`src/design/lmd_pkg.sv`:
```
// constants and types shared by the legacy-mode interrupt dispatch block
// assumes a 32-bit avalon-mm register port and one synchronous clock domain
package lmd_pkg;

	// ----------------------------------------------------------------
	// register map (byte addresses)
	// ----------------------------------------------------------------
	localparam int         ADDR_W     = 7;
	localparam logic [6:0] OFS_MODE   = 7'h00;
	localparam logic [6:0] OFS_FCR    = 7'h04;
	localparam logic [6:0] OFS_FLAGS  = 7'h08;
	localparam logic [6:0] OFS_CPL    = 7'h0c;
	localparam logic [6:0] OFS_STATUS = 7'h10;
	localparam logic [6:0] OFS_CLEAR  = 7'h14;
	localparam logic [6:0] OFS_ENABLE = 7'h18;
	localparam logic [6:0] OFS_LAST   = 7'h1c;
	localparam logic [6:0] OFS_IOPERM = 7'h20;
	localparam logic [6:0] OFS_REDIR  = 7'h40;
	localparam logic [6:0] OFS_PAGE   = 7'h60;

	// ----------------------------------------------------------------
	// field positions and reset values
	// ----------------------------------------------------------------
	localparam int          MODE_COMPAT_BIT = 0;
	localparam int          FCR_EXT_BIT     = 0;
	localparam int          FLAGS_IO_PRIVILEGE_FIELD_LO   = 12;
	localparam int          FLAGS_VIF_BIT   = 19;
	localparam int          FLAGS_VIP_BIT   = 20;
	localparam logic [31:0] RST_WORD        = 32'h0000_0000;
	localparam logic [31:0] RST_PAGE        = 32'hffff_ffff;
	localparam logic [1:0]  RST_CPL         = 2'h0;
	localparam logic [1:0]  CPL_COMPAT      = 2'h3;
	localparam logic [1:0]  IO_PRIVILEGE_FIELD_MAX        = 2'h3;

	// ----------------------------------------------------------------
	// status bits, classes, vectors
	// ----------------------------------------------------------------
	localparam int         ST_IO_TRAP   = 0;
	localparam int         ST_PAGE_TRAP = 1;
	localparam int         ST_GP        = 2;
	localparam int         ST_CLASS1    = 3;
	localparam int         ST_CLASS2    = 4;
	localparam int         ST_CLASS3    = 5;
	localparam int         ST_W         = 6;
	localparam logic [1:0] CLASS_NONE   = 2'h0;
	localparam logic [1:0] CLASS_1      = 2'h1;
	localparam logic [1:0] CLASS_2      = 2'h2;
	localparam logic [1:0] CLASS_3      = 2'h3;
	localparam logic [7:0] GP_VEC       = 8'h0d;
	// page trap vector is a plain default, adjust per system
	localparam logic [7:0] PAGE_VEC     = 8'h0e;
	localparam logic [7:0] PORT_LIMIT   = 8'hff;

	typedef enum logic [2:0] {
		EV_EXC, EV_NMI, EV_EXT, EV_MASKABLE, EV_SOFT, EV_IO, EV_MEM, EV_SENS
	} lmd_kind_t;

	typedef enum logic [2:0] {
		PATH_PASS, PATH_PM, PATH_PROG, PATH_VIRT, PATH_GP, PATH_PAGE
	} lmd_path_t;

	// ----------------------------------------------------------------
	// helpers
	// ----------------------------------------------------------------
	function automatic logic [31:0] lmd_merge(input logic [31:0] old_w,
	                                          input logic [31:0] new_w,
	                                          input logic [3:0]  be);
		logic [31:0] r;
		r = old_w;
		for (int i = 0; i < 4; i++) begin
			if (be[i]) begin
				r[i*8 +: 8] = new_w[i*8 +: 8];
			end
		end
		return r;
	endfunction : lmd_merge

	function automatic logic [31:0] lmd_word(input logic [255:0] v, input logic [2:0] i);
		return v[i*32 +: 32];
	endfunction : lmd_word

endpackage : lmd_pkg

```
`src/design/lmd_dec_if.sv`:
```
// decision bundle between the dispatch top and its classifier
// assumes both ends sit in the sys_clk domain; contents are combinational
`timescale 1ns/1ps
interface lmd_dec_if;
	import lmd_pkg::*;
	lmd_kind_t  kind;
	logic [7:0] vector;
	logic       perm_bit;
	logic       redir_bit;
	logic       page_ok;
	logic       compat;
	logic       ext_en;
	logic [1:0] io_privilege_field;
	logic [1:0] current_privilege_level;
	logic [1:0] cls;
	lmd_path_t  path;
	logic [7:0] vec_out;

	modport dec (input kind, vector, perm_bit, redir_bit, page_ok, compat, ext_en,
	             io_privilege_field, current_privilege_level, output cls, path, vec_out);
	modport top (output kind, vector, perm_bit, redir_bit, page_ok, compat, ext_en,
	             io_privilege_field, current_privilege_level, input cls, path, vec_out);
endinterface : lmd_dec_if

```
`src/design/lmd_classify.sv`:
```
// combinational event classifier for the legacy compatibility mode
// assumes the top supplies looked-up bitmap bits and the effective privilege
`timescale 1ns/1ps
module lmd_classify
	import lmd_pkg::*;
(
	lmd_dec_if.dec d
);

	// ----------------------------------------------------------------
	// class and path decision
	// ----------------------------------------------------------------
	always_comb begin
		d.cls     = CLASS_NONE;
		d.path    = PATH_PASS;
		d.vec_out = d.vector;
		case (d.kind)
			EV_EXC, EV_NMI, EV_EXT: begin
				d.cls  = CLASS_1;
				d.path = PATH_PM;
			end
			EV_MASKABLE: begin
				if (d.compat && d.ext_en) begin
					d.cls  = CLASS_2;
					d.path = PATH_VIRT;
				end else begin
					d.cls  = CLASS_1;
					d.path = PATH_PM;
				end
			end
			EV_SOFT: begin
				d.cls = CLASS_3;
				// with extensions on, a clear redirect flag keeps it in the program
				if (d.compat && d.ext_en && !d.redir_bit) begin
					d.path = PATH_PROG;
				end else if (!d.compat || d.io_privilege_field == IO_PRIVILEGE_FIELD_MAX) begin
					d.path = PATH_PM;
				end else begin
					d.path    = PATH_GP;
					d.vec_out = GP_VEC;
				end
			end
			EV_IO: begin
				if (!d.compat && d.current_privilege_level <= d.io_privilege_field) begin
					d.path = PATH_PASS;
				end else if (d.perm_bit) begin
					d.path    = PATH_GP;
					d.vec_out = GP_VEC;
				end
			end
			EV_MEM: begin
				if (!d.page_ok) begin
					d.path    = PATH_PAGE;
					d.vec_out = PAGE_VEC;
				end
			end
			EV_SENS: begin
				if (d.compat && d.io_privilege_field < IO_PRIVILEGE_FIELD_MAX) begin
					d.path    = PATH_GP;
					d.vec_out = GP_VEC;
				end
			end
			default: begin
				d.path = PATH_PASS;
			end
		endcase
	end

endmodule : lmd_classify

```
`src/design/lmd_dispatch.sv`:
```
// legacy compatibility mode trap and interrupt dispatch, with avalon-mm registers
// assumes events are synchronous to sys_clk and one may arrive every cycle
//
// Contract
// - in compat mode, I/O ports marked in the task's bitmap trap
// - protected mode passes I/O when privilege at most I/O privilege; not compat
// - access to a not-present page traps
// - exceptions, NMI and pin interrupts are class 1, to descriptor-table handler
// - maskable interrupts with extensions on are class 2; soft interrupts class 3
// - I/O privilege field, flags bits 12-13, picks class 3 path, gates virtual flags
// - extensions on only when bit 0 of fourth control register is set
// - 256-flag redirection bitmap sends class 3 to program or protected handler
// - without extensions, maskable interrupts are handled like class 1
// - general-protection faults go out on vector 13
// - compat privilege is 3; sensitive instructions fault if field below 3
//
// Local design decisions: the address map and the Avalon-MM register port.
`timescale 1ns/1ps
module lmd_dispatch
	import lmd_pkg::*;
(
	input  wire logic              sys_clk,
	input  wire logic              rst,
	input  wire logic [ADDR_W-1:0] avs_address,
	input  wire logic              avs_read,
	input  wire logic              avs_write,
	input  wire logic [31:0]       avs_writedata,
	input  wire logic [3:0]        avs_byteenable,
	output logic      [31:0]       avs_readdata,
	output logic                   avs_waitrequest,
	input  wire logic              evt_valid,
	input  wire lmd_kind_t         evt_kind,
	input  wire logic [7:0]        evt_vector,
	input  wire logic [15:0]       evt_port,
	input  wire logic [4:0]        evt_page,
	output logic                   disp_valid,
	output logic      [1:0]        disp_class,
	output lmd_path_t              disp_path,
	output logic      [7:0]        disp_vector,
	output logic                   virt_flags_active,
	output logic                   irq
);

	// ----------------------------------------------------------------
	// register storage
	// ----------------------------------------------------------------
	logic [31:0]     mode_q;
	logic [31:0]     fcr_q;
	logic [31:0]     flags_q;
	logic [1:0]      cpl_q;
	logic [ST_W-1:0] status_q;
	logic [ST_W-1:0] enable_q;
	logic [255:0]    ioperm_q;
	logic [255:0]    redir_q;
	logic [31:0]     page_q;
	logic [31:0]     last_q;
	logic            ack_q;
	logic [31:0]     rdata_d;

	logic            wr_go;
	logic            compat;
	logic            ext_en;
	logic [1:0]      io_privilege_field;
	logic [1:0]      cpl_eff;
	logic [ST_W-1:0] ev_set;
	logic [ST_W-1:0] clr_mask;

	assign compat  = mode_q[MODE_COMPAT_BIT];
	assign ext_en  = fcr_q[FCR_EXT_BIT];
	assign io_privilege_field    = flags_q[FLAGS_IO_PRIVILEGE_FIELD_LO +: 2];
	// the legacy program always runs at user privilege
	assign cpl_eff = compat ? CPL_COMPAT : cpl_q;

	// virtual flags only usable with extensions on and the privilege field below 3
	assign virt_flags_active = compat && ext_en && (io_privilege_field < IO_PRIVILEGE_FIELD_MAX);

	// ----------------------------------------------------------------
	// avalon-mm slave: one wait cycle, then the answer
	// ----------------------------------------------------------------
	assign avs_waitrequest = (avs_read || avs_write) && !ack_q;
	assign wr_go           = avs_write && ack_q;

	always_ff @(posedge sys_clk or posedge rst) begin
		if (rst) begin
			ack_q <= 1'b0;
		end else begin
			ack_q <= (avs_read || avs_write) && !ack_q;
		end
	end

	always_comb begin
		rdata_d = RST_WORD;
		if (avs_address >= OFS_IOPERM && avs_address < OFS_REDIR) begin
			rdata_d = lmd_word(ioperm_q, avs_address[4:2]);
		end else if (avs_address >= OFS_REDIR && avs_address < OFS_PAGE) begin
			rdata_d = lmd_word(redir_q, avs_address[4:2]);
		end else begin
			case (avs_address)
				OFS_MODE:   rdata_d = mode_q;
				OFS_FCR:    rdata_d = fcr_q;
				OFS_FLAGS:  rdata_d = flags_q;
				OFS_CPL:    rdata_d = {30'h0, cpl_eff};
				OFS_STATUS: rdata_d = {{(32-ST_W){1'b0}}, status_q};
				OFS_ENABLE: rdata_d = {{(32-ST_W){1'b0}}, enable_q};
				OFS_LAST:   rdata_d = last_q;
				OFS_PAGE:   rdata_d = page_q;
				default:    rdata_d = RST_WORD;
			endcase
		end
	end

	// read data is loaded during the wait cycle so it stands at the answer edge
	always_ff @(posedge sys_clk or posedge rst) begin
		if (rst) begin
			avs_readdata <= RST_WORD;
		end else if (avs_read && !ack_q) begin
			avs_readdata <= rdata_d;
		end
	end

	// ----------------------------------------------------------------
	// control registers
	// ----------------------------------------------------------------
	always_ff @(posedge sys_clk or posedge rst) begin
		if (rst) begin
			mode_q  <= RST_WORD;
			fcr_q   <= RST_WORD;
			flags_q <= RST_WORD;
			cpl_q   <= RST_CPL;
		end else if (wr_go) begin
			case (avs_address)
				OFS_MODE:  mode_q  <= lmd_merge(mode_q, avs_writedata, avs_byteenable);
				OFS_FCR:   fcr_q   <= lmd_merge(fcr_q, avs_writedata, avs_byteenable);
				OFS_FLAGS: flags_q <= lmd_merge(flags_q, avs_writedata, avs_byteenable);
				OFS_CPL: begin
					if (avs_byteenable[0]) begin
						cpl_q <= avs_writedata[1:0];
					end
				end
				default: begin
				end
			endcase
		end
	end

	always_ff @(posedge sys_clk or posedge rst) begin
		if (rst) begin
			enable_q <= {ST_W{1'b0}};
		end else if (wr_go && avs_address == OFS_ENABLE && avs_byteenable[0]) begin
			enable_q <= avs_writedata[ST_W-1:0];
		end
	end

	// ----------------------------------------------------------------
	// per-task bitmaps and page presence
	// ----------------------------------------------------------------
	// software reloads these on each task switch; ports above 255 trap unless protected-mode privilege passes the I/O
	always_ff @(posedge sys_clk or posedge rst) begin
		if (rst) begin
			ioperm_q <= '0;
			redir_q  <= '0;
			page_q   <= RST_PAGE;
		end else if (wr_go) begin
			if (avs_address >= OFS_IOPERM && avs_address < OFS_REDIR) begin
				ioperm_q[avs_address[4:2]*32 +: 32] <= lmd_merge(
					lmd_word(ioperm_q, avs_address[4:2]), avs_writedata, avs_byteenable);
			end else if (avs_address >= OFS_REDIR && avs_address < OFS_PAGE) begin
				redir_q[avs_address[4:2]*32 +: 32] <= lmd_merge(
					lmd_word(redir_q, avs_address[4:2]), avs_writedata, avs_byteenable);
			end else if (avs_address == OFS_PAGE) begin
				page_q <= lmd_merge(page_q, avs_writedata, avs_byteenable);
			end
		end
	end

	// ----------------------------------------------------------------
	// classification
	// ----------------------------------------------------------------
	lmd_dec_if dec_if ();

	assign dec_if.kind      = evt_kind;
	assign dec_if.vector    = evt_vector;
	assign dec_if.perm_bit  = (evt_port > {8'h00, PORT_LIMIT}) || ioperm_q[evt_port[7:0]];
	assign dec_if.redir_bit = redir_q[evt_vector];
	assign dec_if.page_ok   = page_q[evt_page];
	assign dec_if.compat    = compat;
	assign dec_if.ext_en    = ext_en;
	assign dec_if.io_privilege_field      = io_privilege_field;
	assign dec_if.current_privilege_level       = cpl_eff;

	lmd_classify u_classify (
		.d (dec_if.dec)
	);

	always_ff @(posedge sys_clk or posedge rst) begin
		if (rst) begin
			disp_valid  <= 1'b0;
			disp_class  <= CLASS_NONE;
			disp_path   <= PATH_PASS;
			disp_vector <= 8'h00;
		end else begin
			disp_valid <= evt_valid;
			if (evt_valid) begin
				disp_class  <= dec_if.cls;
				disp_path   <= dec_if.path;
				disp_vector <= dec_if.vec_out;
			end
		end
	end

	always_ff @(posedge sys_clk or posedge rst) begin
		if (rst) begin
			last_q <= RST_WORD;
		end else if (evt_valid) begin
			last_q <= {16'h0, dec_if.vec_out, 3'h0, dec_if.path, dec_if.cls};
		end
	end

	// ----------------------------------------------------------------
	// sticky status and interrupt
	// ----------------------------------------------------------------
	always_comb begin
		ev_set               = {ST_W{1'b0}};
		ev_set[ST_IO_TRAP]   = evt_valid && evt_kind == EV_IO && dec_if.path == PATH_GP;
		ev_set[ST_PAGE_TRAP] = evt_valid && dec_if.path == PATH_PAGE;
		ev_set[ST_GP]        = evt_valid && dec_if.path == PATH_GP;
		ev_set[ST_CLASS1]    = evt_valid && dec_if.cls == CLASS_1;
		ev_set[ST_CLASS2]    = evt_valid && dec_if.cls == CLASS_2;
		ev_set[ST_CLASS3]    = evt_valid && dec_if.cls == CLASS_3;
	end

	assign clr_mask = (wr_go && avs_address == OFS_CLEAR && avs_byteenable[0]) ?
	                  avs_writedata[ST_W-1:0] : {ST_W{1'b0}};

	// a new event in the clearing cycle survives the clear
	always_ff @(posedge sys_clk or posedge rst) begin
		if (rst) begin
			status_q <= {ST_W{1'b0}};
		end else begin
			status_q <= (status_q & ~clr_mask) | ev_set;
		end
	end

	assign irq = |(status_q & enable_q);

	// ----------------------------------------------------------------
	// checks
	// ----------------------------------------------------------------
	a_io_compat_trap: assert property (@(posedge sys_clk) disable iff (rst)
		evt_valid && evt_kind == EV_IO && compat && ioperm_q[evt_port[7:0]]
		|=> disp_valid && disp_path == PATH_GP && disp_vector == GP_VEC)
		else $error("marked port in compat mode did not trap");

	a_io_pm_bypass: assert property (@(posedge sys_clk) disable iff (rst)
		evt_valid && evt_kind == EV_IO && !compat && cpl_q <= io_privilege_field
		|=> disp_path == PATH_PASS)
		else $error("privileged protected-mode io was trapped");

	a_page_absent: assert property (@(posedge sys_clk) disable iff (rst)
		evt_valid && evt_kind == EV_MEM && !page_q[evt_page]
		|=> disp_path == PATH_PAGE && status_q[ST_PAGE_TRAP])
		else $error("absent page access did not trap");

	a_class1_route: assert property (@(posedge sys_clk) disable iff (rst)
		evt_valid && (evt_kind == EV_NMI || evt_kind == EV_EXT || evt_kind == EV_EXC)
		|=> disp_class == CLASS_1 && disp_path == PATH_PM && disp_vector == $past(evt_vector))
		else $error("class 1 event misrouted");

	a_class2_ext: assert property (@(posedge sys_clk) disable iff (rst)
		evt_valid && evt_kind == EV_MASKABLE && compat && fcr_q[0]
		|=> disp_class == CLASS_2)
		else $error("maskable interrupt not class 2 with extensions on");

	a_maskable_plain: assert property (@(posedge sys_clk) disable iff (rst)
		evt_valid && evt_kind == EV_MASKABLE && !fcr_q[0]
		|=> disp_class == CLASS_1 && disp_path == PATH_PM)
		else $error("maskable interrupt not handled as class 1");

	a_soft_redirect: assert property (@(posedge sys_clk) disable iff (rst)
		evt_valid && evt_kind == EV_SOFT && compat && ext_en && !redir_q[evt_vector]
		|=> disp_class == CLASS_3 && disp_path == PATH_PROG)
		else $error("soft interrupt not redirected to program");

	a_sens_fault: assert property (@(posedge sys_clk) disable iff (rst)
		evt_valid && evt_kind == EV_SENS && compat && flags_q[13:12] != 2'h3
		|=> disp_path == PATH_GP && disp_vector == 8'h0d)
		else $error("sensitive instruction did not fault");

	a_vflag_gate: assert property (@(posedge sys_clk) disable iff (rst)
		virt_flags_active |-> fcr_q[0] && compat && flags_q[13:12] != 2'h3)
		else $error("virtual flags active outside extension mode");

	// the set must win over a clear landing in the same cycle
	a_irq_level: assert property (@(posedge sys_clk) disable iff (rst)
		ev_set[ST_GP] |=> status_q[ST_GP] && (irq || !enable_q[ST_GP]))
		else $error("fault event did not set status or raise irq");

	a_status_sticky: assert property (@(posedge sys_clk) disable iff (rst)
		status_q[ST_GP] && !clr_mask[ST_GP] |=> status_q[ST_GP])
		else $error("fault status dropped without a clear");

	a_disp_pulse: assert property (@(posedge sys_clk) disable iff (rst)
		evt_valid |=> disp_valid)
		else $error("taken event gave no dispatch pulse");

	a_disp_quiet: assert property (@(posedge sys_clk) disable iff (rst)
		!evt_valid |=> !disp_valid)
		else $error("dispatch pulse without an event");

	a_gp_vector: assert property (@(posedge sys_clk) disable iff (rst)
		disp_valid && disp_path == PATH_GP |-> disp_vector == 8'h0d)
		else $error("fault dispatched on a wrong vector");

	a_soft_class3: assert property (@(posedge sys_clk) disable iff (rst)
		evt_valid && evt_kind == EV_SOFT |=> disp_class == CLASS_3)
		else $error("soft interrupt not class 3");

	a_soft_protect: assert property (@(posedge sys_clk) disable iff (rst)
		evt_valid && evt_kind == EV_SOFT && flags_q[13:12] == 2'h3
		&& !(compat && ext_en && !redir_q[evt_vector])
		|=> disp_path == PATH_PM)
		else $error("soft interrupt at full field not sent to handler");

	a_soft_fault: assert property (@(posedge sys_clk) disable iff (rst)
		evt_valid && evt_kind == EV_SOFT && compat && flags_q[13:12] != 2'h3
		&& !(ext_en && !redir_q[evt_vector])
		|=> disp_path == PATH_GP)
		else $error("soft interrupt below full field did not fault");

	a_io_bitmap_pm: assert property (@(posedge sys_clk) disable iff (rst)
		evt_valid && evt_kind == EV_IO && !compat && cpl_q > io_privilege_field
		&& ioperm_q[evt_port[7:0]]
		|=> disp_path == PATH_GP)
		else $error("low-privilege protected-mode io skipped the bitmap");

	a_io_unmarked: assert property (@(posedge sys_clk) disable iff (rst)
		evt_valid && evt_kind == EV_IO && evt_port[15:8] == 8'h00
		&& !ioperm_q[evt_port[7:0]]
		|=> disp_path == PATH_PASS)
		else $error("unmarked port was trapped");

	a_page_present: assert property (@(posedge sys_clk) disable iff (rst)
		evt_valid && evt_kind == EV_MEM && page_q[evt_page]
		|=> disp_path == PATH_PASS)
		else $error("present page access was trapped");

endmodule : lmd_dispatch

```
`config.mk`:
```
export PLATFORM = sky130hd
export DESIGN_NAME = lmd_dispatch
export DESIGN_NICKNAME = d
export VERILOG_FILES = /design/src/design/lmd_pkg.sv /design/src/design/lmd_dec_if.sv /design/src/design/lmd_classify.sv /design/src/design/lmd_dispatch.sv
export SDC_FILE = /design/constraint.sdc
export NUM_CORES = 2
export LEC_CHECK = 0
export BUFFER_PORTS_ARGS = -buffer_cell sky130_fd_sc_hd__buf_2
export CORE_MARGIN = 8
export CORE_UTILIZATION = 55
export CTS_BUF_LIST = sky130_fd_sc_hd__clkbuf_4 sky130_fd_sc_hd__clkbuf_8
export CTS_CLUSTER_DIAMETER = 120
export CTS_CLUSTER_SIZE = 12
export DETAILED_ROUTE_END_ITERATION = 16
export PLACE_DENSITY = 0.72
export SETUP_SLACK_MARGIN = 0.2
export SKIP_LAST_GASP = 1
export SLEW_MARGIN = 40
export SYNTH_ARGS = -nofsm -noshare
export SYNTH_HDL_FRONTEND = slang
export SYNTH_SLANG_ARGS = --single-unit
```
`constraint.sdc`:
```
create_clock -name sys_clk -period 30.9 [get_ports sys_clk]
set_input_delay 6.18 -clock sys_clk [delete_from_list [all_inputs] [get_ports sys_clk]]
set_output_delay 6.18 -clock sys_clk [all_outputs]
set_load 0.05 [all_outputs]
```
* After elaboration in Yosys (flattened, before gate mapping)
Index checks and enable logic that the tools add are counted.
Storage, ports and cells: register bits 714, input bits 80, word-level logic and storage cells 179
Operators by class: bitwise logic cells 6, equal/unequal tests 21, add/sub/neg operators 1, $lt $le $gt $ge 10, muxes and demuxes 58, shifts and indexed selects 5, reduce and logical (&&, ||, !) cells 50
Operators by type and width (number):
- 256-bit bitwise mux | 2
- 256-bit by 9-bit variable part select with 32-bit output | 2
- 32-bit by 34-bit variable part select with 256-bit output | 2
- 8-bit 2-to-1 mux | 34
- 32-bit case mux with 8 select lines | 1
- 32-bit by 34-bit variable shift with 256-bit output, first input constant | 1
- 32-bit 2-to-1 mux | 2
- 3-bit AND reduction | 14
- 8-bit negator with 34-bit output | 1
- 8-bit case mux with 4 select lines | 1
- 7-bit by 5-bit == test with 1-bit output, second input constant | 4
- 1-bit logical AND | 21
- 5-bit AND reduction | 4
- 3-bit == test, second input constant | 6
- 8-bit by 9-bit < comparator with 1-bit output, second input constant | 2
- 3-bit 2-to-1 mux | 6
- 3-bit case mux with 6 select lines | 1
- 1-bit binary-select mux with 8-bit select | 2
- 16-bit by 8-bit > comparator with 1-bit output, second input constant | 1
- 7-bit by 4-bit == test with 1-bit output, second input constant | 2
- 7-bit < comparator, second input constant | 2
- 6-bit bitwise AND | 2
- 7-bit by 3-bit == test with 1-bit output, second input constant | 1
- 7-bit == test, second input constant | 1
- other kinds (24) | 36

* Logic depth before layout (Yosys ltp)
word-level depth 9, gate-level depth with buffers 15, gate-level depth less buffers 10

* Hierarchy
Synthesis repeated with hierarchy kept, for this count alone.
Unflattened totals: cell total of the unflattened synthesis 3537, area, all modules 37343.3 um^2
Modules (own cells, without submodules):
- lmd_dispatch | area each 37038.0 um^2, times used 1, cells each 3493
- lmd_classify | area each 305.3 um^2, times used 1, cells each 44

* Least setup slack after synthesis
Ideal clock, no wire load.
kind input port to output port, start point input port avs_write, end point output port avs_waitrequest, stages 3, setup slack 17581 ps, data arrival time 7139 ps, cells stage by stage clkbuf_1 nor2_1 nor2_1
Between the ends: word-level cells in the longest chain between the ends 2
RTL lines:
- start, declared | line lmd_dispatch.sv:26 | input wire logic avs_write,
- 1-bit logical OR | line lmd_dispatch.sv:80 | assign avs_waitrequest = (avs_read || avs_write) && !ack_q;
- 1-bit logical AND | line lmd_dispatch.sv:80
- end, declared | line lmd_dispatch.sv:30 | output logic avs_waitrequest,
No other way between the ends.

* Worst setup path in the final report
Same ends and word-level chain as after synthesis.

==> key figures <==
Status
  • Status: completed

Drt
  • Via count: 30.1k
  • Drt pass-1 iters: 9
  • Iteration-0 DRC Markers: 3648
  • DRT Wirelength: 123000 um
  • Routed wire per std cell: 27.2 um
  • DR vias/cell: 6.65
  • Final ANT Viol Nets: 0
  • DRC violations left: 0

CTS
  • Clock Tree Root: clkbuf_8
  • Post_cts resized: 0
  • CTS Buffer Depth: 3
  • Hold buffers post-CTS: 0
  • CTS HTree Levels: 3
  • Post-CTS setup buffer count: 0
  • Total CTS buffers: 68
  • TritonCTS clock tree: yes
  • Clock Pin Slew Worst Setup and Hold Paths: 0.08 ns
  • Worst-skew pair later-pin latency: 0.68 ns
  • Clock Sink Count: 701

Global route
  • Global route overflow: 0
  • Global-route wire length before repair: 189000 um
  • Vias in the first global route: 29.4k
  • Largest net degree at the start of global routing: 127
  • Tot GR Track Use: 0.320
  • Initial antenna violation count: 8

STA
  • Slew headroom: 0.367
  • Setup TNS: 0 ns
  • Final setup fails: 0
  • RSZ-0062 raised after global routing: false
  • Max-slew violations: 0
  • Clock skew: 0.0451 ns
  • Fin crit period: 13.00 ns
  • Fin crit share: 0.421
  • Final Hold Vio Count: 0
  • Min Hold Slack: 0.505 ns
  • Peak Freq: 76.9 MHz
  • Slew at the pin closest to its max-slew limit: 0.940 ns

Logic synthesis
  • Synth area leaders: dfrtp_1 45%, mux4_2 12%, nand2_1 8.5%
  • Synth Register Bits: 701
  • Post-synth cell types: 61
  • Top-area cell type share of the netlist area: 0.449
  • Top_reg_cell synth: dfrtp_1
  • Avg Cell Area, Syn: 10.2 um2
  • EDFF count, synth: 0
  • Asr flop ratio synth: 1.00
  • Net count after synthesis: 3735
  • Seq/Total Area, Yosys: 0.472
  • Synth Cell Area: 0.0372 mm2
  • Synth Instances: 3648
  • Area leader, netlist: dfrtp_1
  • Post-synth top cells: 841 x nand2_1, 669 x dfrtp_1, 606 x o21ai_0
  • Top-count cell post-synth: nand2_1
  • Yosys Warn Count: 0

Power and ir drop
  • Leak: 17.3 nW
  • PwrDens: 46.1 mW/mm2
  • Maximum VDD drop: 0.0274 mV

Worst setup path
  • CP Class: in -> out
  • Worst Setup Start Kind: input port
  • Req. time, crit path: 24.72 ns
  • CP Max Fanout: 10
  • Register-to-Register Setup Slack: 27.84 ns
  • Crit path capture type: primary output
  • CP arrival: 6.82 ns

Placement
  • Final RePlAce weighted congestion: 0.992
  • DP Wirelength: 82900 um
  • Port Buffer Count: 128

Job
  • Max Cap Viol: 0

Cells and area
  • Core Util, Final: 0.590
  • Area grow syn2layout: 6.38%
  • Fillers: 5638
  • Share of cells above drive strength 1: 0.244
  • Nets: 3708

Die
  • Core area: 0.0672 mm2
  • Floorplan row count: 95
  • Initial Utilization: 0.555
  • I/O pin total: 129
  • DIE AREA: 0.0763 mm2
  • Chip width: 276 um
  • Die H: 276 um

Min path
  • Worst hold path class: reg -> reg
## cells in the final DEF (no fill, tap or decap), drive strengths merged, types with 5 or more instances in the layout
| cell type | netlist | layout |
|---|---|---|
| a221oi | 24 | 24 |
| nor2b | 14 | 14 |
| dfrtp | 669 | 669 |
| nor4 | 5 | 5 |
| and2 | 5 | 5 |
| inv | 15 | 16 |
| and3 | 26 | 26 |
| diode | 0 | 8 |
| nand4 | 13 | 13 |
| nor3 | 10 | 10 |
| ha | 7 | 7 |
| mux2i | 124 | 124 |
| nand2 | 841 | 841 |
| nand2b | 38 | 38 |
| dfstp | 32 | 32 |
| a222oi | 11 | 11 |
| o21ai | 606 | 606 |
| buf | 75 | 179 |
| o211ai | 5 | 5 |
| mux2 | 156 | 156 |
| nor2 | 91 | 91 |
| nand3 | 37 | 37 |
| or2 | 195 | 195 |
| a21oi | 98 | 98 |
| mux4 | 210 | 210 |
| a22oi | 77 | 77 |
| clkbuf | 202 | 97 |
| a31oi | 13 | 13 |
## worst max-delay path, cell delays in order
cell	delay, ns
buf_2	0.17
nor2_1	0.07
nor2_1	0.11
buf_2	0.29
## power by group
part	switching, W	internal [W]	total, W
clock	0.000322	0.000241	0.000563
sequential	0.0000352	0.000957	0.000992
combinational	0.000185	0.0000873	0.000272
## registers in the layout, indices dropped and copies added, names as in the netlist
name	flops
enable_q	6
cpl_q	2
disp_vector	8
redir_q	256
disp_path	2
fcr_q	32
mode_q	32
last_q	2
page_q	32
ack_q	1
disp_class	1
avs_readdata	32
status_q	6
disp_valid	1
flags_q	32
ioperm_q	256
## metal layers
metal	share of wire	track usage
met5	0.00014	0
met2	0.45	0.476
met4	0.047	0.149
met3	0.12	0.100
met1	0.38	0.427
## kinds of logic after synthesis
group                      after synthesis  synth area share
adders and majority gates                7           0.00235
AOI/OAI and AO/OA                      867             0.130
DFF                                    701             0.472
and+or+nand+nor                       1291             0.153
muxes                                  490             0.208
buffers and inverters                  292            0.0336
## area by class of cell
cell class                 count  area [um2]  share of cell area
timing repair buffer         180        1160              0.0294
sequential                   701       17600               0.444
clock inverter                 2        16.3            0.000411
antenna                        8        20.0            0.000505
tap                          873        1090              0.0276
clock buffer                  96        1160              0.0294
multi-input combinational   2655       18500               0.467
inverter                      15        68.8             0.00174
## path summary, 6_finish.rpt
path / start / endpoint / cells after the start
setup / recovery: avs_write / avs_waitrequest / 4
hold / removal: ioperm_q[69] / ioperm_q[69] / 2
setup reg to reg: ioperm_q[73] / disp_vector[2] / 9
hold reg to reg: ioperm_q[69] / ioperm_q[69] / 2
max in group asynchronous: rst / last_q[1] / 6
min in group asynchronous: rst / ioperm_q[128] / 2
## stage by stage
stage / instance area (um2) / setup WS [ns] / cells / total power (W)
4_1_cts: 39500 / 17.91 / 4520 / 0.00183
6_report: 39600 / 17.90 / 4530 / 0.00183
3_5_place_dp: 38300 / 17.91 / 4422 / 0.00128
5_1_grt: 39600 / 17.82 / 4525 / 0.00189
2_1_floorplan: 37200 / 5.11 / 3648 / 0.00118
3_3_place_gp: 38200 / 17.89 / 4420 / 0.00127
No activity file was read; power rests on OpenSTA's default activity.
